===== src/common/bpt_defines.vh =====
// bcd preset timer bank: register offsets, field positions, reset values
// and timing counts. assumes a 200 MHz system clock.
`ifndef BPT_DEFINES_VH
`define BPT_DEFINES_VH

`define BPT_CLK_HZ          200000000
`define BPT_TENTH_NS        100000000
`define BPT_HUNDREDTH_NS    10000000
`define BPT_CLK_NS          5
`define BPT_TENTH_CYCLES    (`BPT_TENTH_NS / `BPT_CLK_NS)
`define BPT_HUNDREDTH_CYCLES (`BPT_HUNDREDTH_NS / `BPT_CLK_NS)

// register word offsets (byte offsets, one word each)
`define BPT_REG_CTRL        8'h00
`define BPT_REG_STATUS      8'h04
`define BPT_REG_IRQ_STAT    8'h08
`define BPT_REG_IRQ_MASK    8'h0c
`define BPT_REG_PRESET_BASE 8'h40
`define BPT_REG_VALUE_BASE  8'h80

// control register fields
`define BPT_CTRL_RUN_LSB    0
`define BPT_CTRL_RST_LSB    8

`define BPT_CTRL_RESET      16'h0000
`define BPT_MASK_RESET      8'h00

// kinds of timer
`define BPT_KIND_TENTH      2'd0
`define BPT_KIND_HUNDREDTH  2'd1
`define BPT_KIND_ACC_TENTH  2'd2
`define BPT_KIND_ACC_HUND   2'd3

`endif


===== src/rtl/bpt_bcd_timer.v =====
// bpt_bcd_timer: one bcd preset timer, single-word or accumulating.
// assumes a shared tick pulse on the same clock and a preset held stable
// by the caller.
`timescale 1ns/1ps
`include "bpt_defines.vh"

module bpt_bcd_timer
#(
  parameter DIGITS = 4,
  parameter ACCUM  = 0
)
(
  // clock and reset
  input  wire                  clock_in,
  input  wire                  sys_rst_in,
  // control
  input  wire                  tick_in,
  input  wire                  enable_in,
  input  wire                  clear_in,
  input  wire [4*DIGITS-1:0]   preset_in,
  // state
  output reg  [4*DIGITS-1:0]   value_out,
  output wire                  done_out,
  output wire                  done_rise_out
);

  reg  [4*DIGITS-1:0] inc_d;
  reg                 all_nine;
  reg                 carry;
  reg                 done_q;
  integer             i;

  // bcd increment with decimal carry; stays at all nines
  always @*
  begin
    inc_d    = value_out;
    all_nine = 1'b1;
    carry    = 1'b1;
    for (i = 0; i < DIGITS; i = i + 1)
    begin
      if (value_out[4*i +: 4] != 4'h9)
        all_nine = 1'b0;
      if (carry)
      begin
        if (value_out[4*i +: 4] == 4'h9)
          inc_d[4*i +: 4] = 4'h0;
        else
        begin
          inc_d[4*i +: 4] = value_out[4*i +: 4] + 4'h1;
          carry = 1'b0;
        end
      end
    end
  end

  always @(posedge clock_in or posedge sys_rst_in)
  begin
    if (sys_rst_in)
      value_out <= {4*DIGITS{1'b0}};
    else if (ACCUM != 0 && clear_in)
      value_out <= {4*DIGITS{1'b0}};
    else if (ACCUM == 0 && !enable_in)
      value_out <= {4*DIGITS{1'b0}};
    else if (enable_in && tick_in && !all_nine)
      value_out <= inc_d;
  end

  // packed bcd compares like binary, so plain magnitude works
  assign done_out = (value_out >= preset_in);

  // value and preset both reset to zero, so done is high out of reset;
  // starting the edge detector high keeps that from posting an event
  always @(posedge clock_in or posedge sys_rst_in)
  begin
    if (sys_rst_in)
      done_q <= 1'b1;
    else
      done_q <= done_out;
  end

  assign done_rise_out = done_out & ~done_q;

endmodule // bpt_bcd_timer


===== src/rtl/bpt_timer_bank.v =====
// bpt_timer_bank: four bcd preset timers (tenth, hundredth, accumulating
// tenth, accumulating hundredth) with a register port and interrupt.
// assumes run and reset inputs come from pins in another clock domain.
//
// The register offsets and the plain strobed port were left to the implementer.
`timescale 1ns/1ps
`include "bpt_defines.vh"

// How it works
// - single timer runs while input on, else clears
// - standard single timer ticks 0.1 s, max 999.9
// - fast single timer ticks 0.01 s, max 99.99
// - done while current value at least preset
// - single timers hold one 16-bit bcd word
// - accumulating timer holds value while enable off
// - accumulating reset input forces value to zero
// - accumulating tenth timer, max 9999999.9 seconds
// - accumulating hundredth timer, eight digits, max 999999.99
// - accumulating values take two consecutive value words
// - timers 0 to 2 current value starts at word n, timer 3 at word 4
module bpt_timer_bank
#(
  parameter TENTH_CYCLES     = `BPT_TENTH_CYCLES,
  parameter HUNDREDTH_CYCLES = `BPT_HUNDREDTH_CYCLES
)
(
  // clock and reset
  input  wire        clock_in,
  input  wire        sys_rst_in,
  // timer inputs from ladder pins
  input  wire [3:0]  timer_run_in,
  input  wire [3:2]  timer_clear_in,
  // register port
  input  wire [7:0]  reg_addr_in,
  input  wire [31:0] reg_wdata_in,
  input  wire        reg_wr_in,
  input  wire        reg_rd_in,
  output reg  [31:0] reg_rdata_out,
  // status
  output wire [3:0]  timer_done_out,
  output wire        irq_out
);

  // pin synchronisers
  reg  [5:0]  sync1_q;
  reg  [5:0]  sync2_q;
  always @(posedge clock_in or posedge sys_rst_in)
  begin
    if (sys_rst_in)
    begin
      sync1_q <= 6'h00;
      sync2_q <= 6'h00;
    end
    else
    begin
      sync1_q <= {timer_clear_in, timer_run_in};
      sync2_q <= sync1_q;
    end
  end

  // registers
  reg  [15:0] ctrl_q;
  reg  [3:0]  irq_stat_q;
  reg  [3:0]  irq_mask_q;
  reg  [15:0] preset0_q;
  reg  [15:0] preset1_q;
  reg  [31:0] preset2_q;
  reg  [31:0] preset3_q;

  // a timer runs when its pin or its software bit is on
  wire [3:0] run_w   = sync2_q[3:0] | ctrl_q[`BPT_CTRL_RUN_LSB +: 4];
  wire [1:0] clear_w = sync2_q[5:4] | ctrl_q[`BPT_CTRL_RST_LSB +: 2];

  // prescalers; one per tick rate, shared by both timers of that rate
  localparam TW = 25;
  reg  [TW-1:0] pre_tenth_q;
  reg  [TW-1:0] pre_hund_q;
  wire          tick_tenth = (pre_tenth_q == TENTH_CYCLES - 1);
  wire          tick_hund  = (pre_hund_q == HUNDREDTH_CYCLES - 1);

  always @(posedge clock_in or posedge sys_rst_in)
  begin
    if (sys_rst_in)
    begin
      pre_tenth_q <= {TW{1'b0}};
      pre_hund_q  <= {TW{1'b0}};
    end
    else
    begin
      pre_tenth_q <= tick_tenth ? {TW{1'b0}} : pre_tenth_q + 1'b1;
      pre_hund_q  <= tick_hund  ? {TW{1'b0}} : pre_hund_q + 1'b1;
    end
  end

  wire [15:0] value0;
  wire [15:0] value1;
  wire [31:0] value2;
  wire [31:0] value3;
  wire [3:0]  done_rise;

  // tenth_second_timer: 4 bcd digits, 0.1 s ticks
  bpt_bcd_timer #(.DIGITS(4), .ACCUM(0)) u_tenth_second_timer (
    .clock_in      (clock_in),
    .sys_rst_in    (sys_rst_in),
    .tick_in       (tick_tenth),
    .enable_in     (run_w[0]),
    .clear_in      (1'b0),
    .preset_in     (preset0_q),
    .value_out     (value0),
    .done_out      (timer_done_out[0]),
    .done_rise_out (done_rise[0])
  );

  // hundredth_second_timer: 4 bcd digits, 0.01 s ticks
  bpt_bcd_timer #(.DIGITS(4), .ACCUM(0)) u_hundredth_second_timer (
    .clock_in      (clock_in),
    .sys_rst_in    (sys_rst_in),
    .tick_in       (tick_hund),
    .enable_in     (run_w[1]),
    .clear_in      (1'b0),
    .preset_in     (preset1_q),
    .value_out     (value1),
    .done_out      (timer_done_out[1]),
    .done_rise_out (done_rise[1])
  );

  // accum_tenth_timer: 8 bcd digits, 0.1 s ticks
  bpt_bcd_timer #(.DIGITS(8), .ACCUM(1)) u_accum_tenth_timer (
    .clock_in      (clock_in),
    .sys_rst_in    (sys_rst_in),
    .tick_in       (tick_tenth),
    .enable_in     (run_w[2]),
    .clear_in      (clear_w[0]),
    .preset_in     (preset2_q),
    .value_out     (value2),
    .done_out      (timer_done_out[2]),
    .done_rise_out (done_rise[2])
  );

  // accum_hundredth_timer: 8 bcd digits, 0.01 s ticks, saturates 99999999
  bpt_bcd_timer #(.DIGITS(8), .ACCUM(1)) u_accum_hundredth_timer (
    .clock_in      (clock_in),
    .sys_rst_in    (sys_rst_in),
    .tick_in       (tick_hund),
    .enable_in     (run_w[3]),
    .clear_in      (clear_w[1]),
    .preset_in     (preset3_q),
    .value_out     (value3),
    .done_out      (timer_done_out[3]),
    .done_rise_out (done_rise[3])
  );

  // value words: timers 0 to 2 start at word n; accumulators span two words, so
  // timers sit at words 0, 1, 2..3 and 4..5
  function [3:0] value_word;
    input [7:0] addr;
    begin
      value_word = addr[5:2];
    end
  endfunction

  wire wr_ctrl   = reg_wr_in && reg_addr_in == `BPT_REG_CTRL;
  wire wr_istat  = reg_wr_in && reg_addr_in == `BPT_REG_IRQ_STAT;
  wire wr_imask  = reg_wr_in && reg_addr_in == `BPT_REG_IRQ_MASK;
  wire wr_preset = reg_wr_in && reg_addr_in[7:6] == 2'b01;

  always @(posedge clock_in or posedge sys_rst_in)
  begin
    if (sys_rst_in)
    begin
      ctrl_q     <= `BPT_CTRL_RESET;
      irq_mask_q <= 4'h0;
      preset0_q  <= 16'h0000;
      preset1_q  <= 16'h0000;
      preset2_q  <= 32'h00000000;
      preset3_q  <= 32'h00000000;
    end
    else
    begin
      if (wr_ctrl)
        ctrl_q <= reg_wdata_in[15:0];
      if (wr_imask)
        irq_mask_q <= reg_wdata_in[3:0];
      // presets in the program's own bcd; range is its responsibility
      if (wr_preset)
      begin
        case (value_word(reg_addr_in))
          4'h0: preset0_q <= reg_wdata_in[15:0];
          4'h1: preset1_q <= reg_wdata_in[15:0];
          4'h2: preset2_q[15:0]  <= reg_wdata_in[15:0];
          4'h3: preset2_q[31:16] <= reg_wdata_in[15:0];
          4'h4: preset3_q[15:0]  <= reg_wdata_in[15:0];
          4'h5: preset3_q[31:16] <= reg_wdata_in[15:0];
          default: ;
        endcase
      end
    end
  end

  // sticky done events; a new event beats a write-one clear
  always @(posedge clock_in or posedge sys_rst_in)
  begin
    if (sys_rst_in)
      irq_stat_q <= 4'h0;
    else
      irq_stat_q <= (irq_stat_q & ~(wr_istat ? reg_wdata_in[3:0] : 4'h0))
                    | done_rise;
  end

  assign irq_out = |(irq_stat_q & irq_mask_q);

  reg [15:0] vword;
  always @*
  begin
    case (value_word(reg_addr_in))
      4'h0:    vword = value0;
      4'h1:    vword = value1;
      4'h2:    vword = value2[15:0];
      4'h3:    vword = value2[31:16];
      4'h4:    vword = value3[15:0];
      4'h5:    vword = value3[31:16];
      default: vword = 16'h0000;
    endcase
  end

  always @(posedge clock_in or posedge sys_rst_in)
  begin
    if (sys_rst_in)
      reg_rdata_out <= 32'h00000000;
    else if (reg_rd_in)
    begin
      if (reg_addr_in == `BPT_REG_CTRL)
        reg_rdata_out <= {16'h0000, ctrl_q};
      else if (reg_addr_in == `BPT_REG_STATUS)
        reg_rdata_out <= {28'h0000000, timer_done_out};
      else if (reg_addr_in == `BPT_REG_IRQ_STAT)
        reg_rdata_out <= {28'h0000000, irq_stat_q};
      else if (reg_addr_in == `BPT_REG_IRQ_MASK)
        reg_rdata_out <= {28'h0000000, irq_mask_q};
      else if (reg_addr_in[7:6] == 2'b10)
        reg_rdata_out <= {16'h0000, vword};
      else
        reg_rdata_out <= 32'h00000000;
    end
    else
      reg_rdata_out <= 32'h00000000;
  end

endmodule // bpt_timer_bank


===== config.mk =====
export PLATFORM = sky130hd
export DESIGN_NAME = bpt_timer_bank
export DESIGN_NICKNAME = d
export VERILOG_FILES = /design/src/rtl/bpt_bcd_timer.v /design/src/rtl/bpt_timer_bank.v
export VERILOG_INCLUDE_DIRS = /design/src /design/src/common
export SDC_FILE = /design/constraint.sdc
export NUM_CORES = 1
export LEC_CHECK = 0
export ABC_CLOCK_PERIOD_IN_PS = 9600
export BUFFER_PORTS_ARGS = -buffer_cell sky130_fd_sc_hd__clkbuf_2
export CAP_MARGIN = 20
export CELL_PAD_IN_SITES_DETAIL_PLACEMENT = 0
export CELL_PAD_IN_SITES_GLOBAL_PLACEMENT = 1
export CORE_AREA = 2 2 224 226
export CTS_CLUSTER_SIZE = 16
export DETAILED_ROUTE_END_ITERATION = 10
export DIE_AREA = 0 0 226 228
export GPL_TIMING_DRIVEN = 1
export PLACE_DENSITY_LB_ADDON = 0.1
export SYNTH_ARGS = -nofsm -noshare
export SYNTH_HDL_FRONTEND = slang
export SYNTH_SLANG_ARGS = --single-unit

===== constraint.sdc =====
create_clock -name clock_in -period 9.6 [get_ports clock_in]
set_input_delay 1.92 -clock clock_in [delete_from_list [all_inputs] [get_ports clock_in]]
set_output_delay 1.92 -clock clock_in [all_outputs]
set_load 0.05 [all_outputs]

==> impl_metrics.json <==
{
  "wl_per_cell_um": 20.6,
  "wl_met1_um": 24200,
  "power_density_nw_per_um2": 159,
  "cp_max_fo": 6,
  "grt_pass1_wl_um": 78100,
  "initial_core_util_pct": 34.4,
  "grt.overflow.total": 0,
  "wl_met2_um": 23000,
  "clkSinkCount": 298,
  "crit_type": "register to output pin",
  "routed_via_density": 5.17,
  "maxCapViolCount": 0,
  "tritoncts": "done",
  "synthCells": 1684,
  "report.final.slew_viol_count": 0,
  "synth_top_area_share_pct": 43.3,
  "cts.clk_slew.worst_paths_ns": 0.05,
  "hold_viol_final": 0,
  "dp_hpwl_um": 35300,
  "outcome": "complete, no violations",
  "dpl-instance-area_um2": 17900,
  "drt_iter0_drc": 698,
  "mappedNetlistArea_um2": 17000,
  "dr_wl_met3_um": 1890,
  "cts_inserted_buffers": 39,
  "finClkSkew_ns": 0.0117,
  "whs_ns": 0.344,
  "htreeDepth": 2,
  "hold_class": "register to register",
  "n_antenna_cell": 0,
  "grt_max_degree": 167,
  "die_area_um2": 51500,
  "antenna_found_initial": 0,
  "cp-end-kind": "output pin",
  "post_cts_resized": 0,
  "grt_usage_pct": 20.0,
  "pre_cts_ws_ns": 4.75,
  "rows": 82,
  "post-route-period-util_pct": 56.3,
  "setup_tns_ns": 0,
  "boundaryPins": 87,
  "synth_top_area_cell": "dfrtp_1",
  "fp.dieW_um": 226,
  "clk_path_buf_depth": 3,
  "grt_pass1_vias": 12577,
  "ys_async_sr_fraction_pct": 100,
  "drcViolationCount": 0,
  "die_y_um": 228,
  "fin_area_um2": 19100,
  "place.gp.congestion": 0.800,
  "ys_ff_latch": 298,
  "avgSynthCellArea_um2": 10.1,
  "synthFlopType": "dfrtp_1",
  "post-cts-setup-buffer-count": 0,
  "arrival_ns": 3.49,
  "areaGrowthSynthToFinish_pct": 12.7,
  "ys_types": 73,
  "ir_worst_vdd_mv": 0.119,
  "drt_wl_total_um": 50200,
  "max_freq_mhz": 185,
  "rsz0062_at_grt": "false",
  "worst_pin_slew_ns": 1.03,
  "drive_gt1_share_pct": 15.2,
  "p_leak_uw": 0.00882,
  "slew_headroom_pct": 30.8,
  "synth.most_common_cell": "dfrtp_1",
  "synth_warnings": 0,
  "synth_area_leaders": "dfrtp_1 (43%), ha_1 (11%), mux2_2 (7.6%), inv_1 (3.4%), a21oi_1 (2.7%)",
  "portBuffers": 54,
  "ant_nets": 0,
  "synth_top_cells_by_count": "dfrtp_1 (294), inv_1 (152), ha_1 (146)",
  "root_buffer": "clkbuf_16",
  "fin_nets": 1932,
  "setup_ws_ns": 4.19,
  "vias": 12568,
  "fillers": 4924,
  "period_needed_ns": 5.41,
  "fin_util_pct": 38.8,
  "finalSetupViolCount": 0,
  "synth_edf_count": 0,
  "clk_latency_ns": 0.56,
  "highest_layer": "met4",
  "cp.required_ns": 7.68,
  "synth_seq_area_share_pct": 43.9,
  "cp-start-kind": "register",
  "hold_buffers": 0,
  "drt_first_pass_iters": 5,
  "core_um2": 49300
}
metrics by stage:
| step | std cells | total power (uW) |
|---|---|---|
| floorplan | 1699 | 1590 |
| finish | 2432 | 3050 |
| CTS | 2430 | 3100 |
| global placement | 2364 | 1670 |
| global route | 2432 | 3200 |
| detailed placement | 2365 | 1680 |
registers in the layout, indices dropped and copies added, names as in the netlist:
name / flops
ctrl_q: 16
irq_mask_q: 4
irq_stat_q: 4
pre_hund_q: 25
pre_tenth_q: 25
preset0_q: 16
preset1_q: 16
preset2_q: 32
preset3_q: 32
reg_rdata_out: 16
sync1_q: 6
sync2_q: 6
u_accum_hundredth_timer.done_q: 1
u_accum_hundredth_timer.value_out: 32
u_accum_tenth_timer.done_q: 1
u_accum_tenth_timer.value_out: 32
u_hundredth_second_timer.done_q: 1
u_hundredth_second_timer.value_out: 16
u_tenth_second_timer.done_q: 1
u_tenth_second_timer.value_out: 16
power breakdown:
group          switching (uW)  internal, uW
Combinational             192           107
Clock                     556           836
Sequential               30.6          1320
Total                     779          2270
cells by family after synthesis:
group	synth area share, %
muxes	9.64
AOI/OAI and AO/OA	11.1
buffers and inverters	5.40
and+or+nand+nor	16.4
DFF	43.9
adders and majority gates	10.8
xor gates and xnor gates	2.73
other	0.0221
worst paths after layout:
kind	start	end	slack (ns)	cells after the start
min	sync1_q[5]	sync2_q[5]	0.34	0
min reg2reg	sync1_q[5]	sync2_q[5]	0.34	0
max reg2reg	pre_tenth_q[19]	u_tenth_second_timer.value_out[6]	6.73	6
min in group asynchronous	sys_rst_in	reg_rdata_out[11]	1.49	3
max	u_accum_hundredth_timer.value_out[0]	timer_done_out[3]	4.19	9
max in group asynchronous	sys_rst_in	ctrl_q[3]	6.44	5
placed cells by master, fill, tap and decap left out, types with 41 or more instances in the layout:
master     synthesis  routed
dfrtp_1          294     294
inv_1            152     151
ha_1             146     146
mux2_2           115     115
nor2_1           113     113
nand2_1          101     101
a21oi_1           92      92
o21ai_0           82      82
nand3_1           77      77
clkbuf_2           0      54
clkbuf_16          0      41
worst max-delay path: stages (launching register included):
cell,delay (ns)
dfrtp_1,0.41
inv_1,0.09
ha_1,0.27
nand2b_1,0.14
a2111oi_0,0.65
nor4_1,0.18
or4_1,0.48
a31oi_1,0.34
inv_1,0.12
clkbuf_2,0.26
layout make-up:
cell class	count	area, um^2	area share, %
clock inverters	4	45.0	0.235
inverters	152	574	3.00
multi-input cells	1177	8670	45.3
well taps	672	841	4.39
clock buffers	61	1140	5.96
flip-flops and latches	298	7460	39.0
repair buffers	68	412	2.15
metal layers:
| metal | global-route usage, % | vias up |
|---|---|---|
| met5 | 0 | - |
| met4 | 5.11 | 0 |
| met3 | 3.81 | 74 |
| met2 | 31.5 | 160 |
| met1 | 28.2 | 6269 |
| li1 | - | 6065 |
Note: power is estimated with default switching activity, not from simulation.
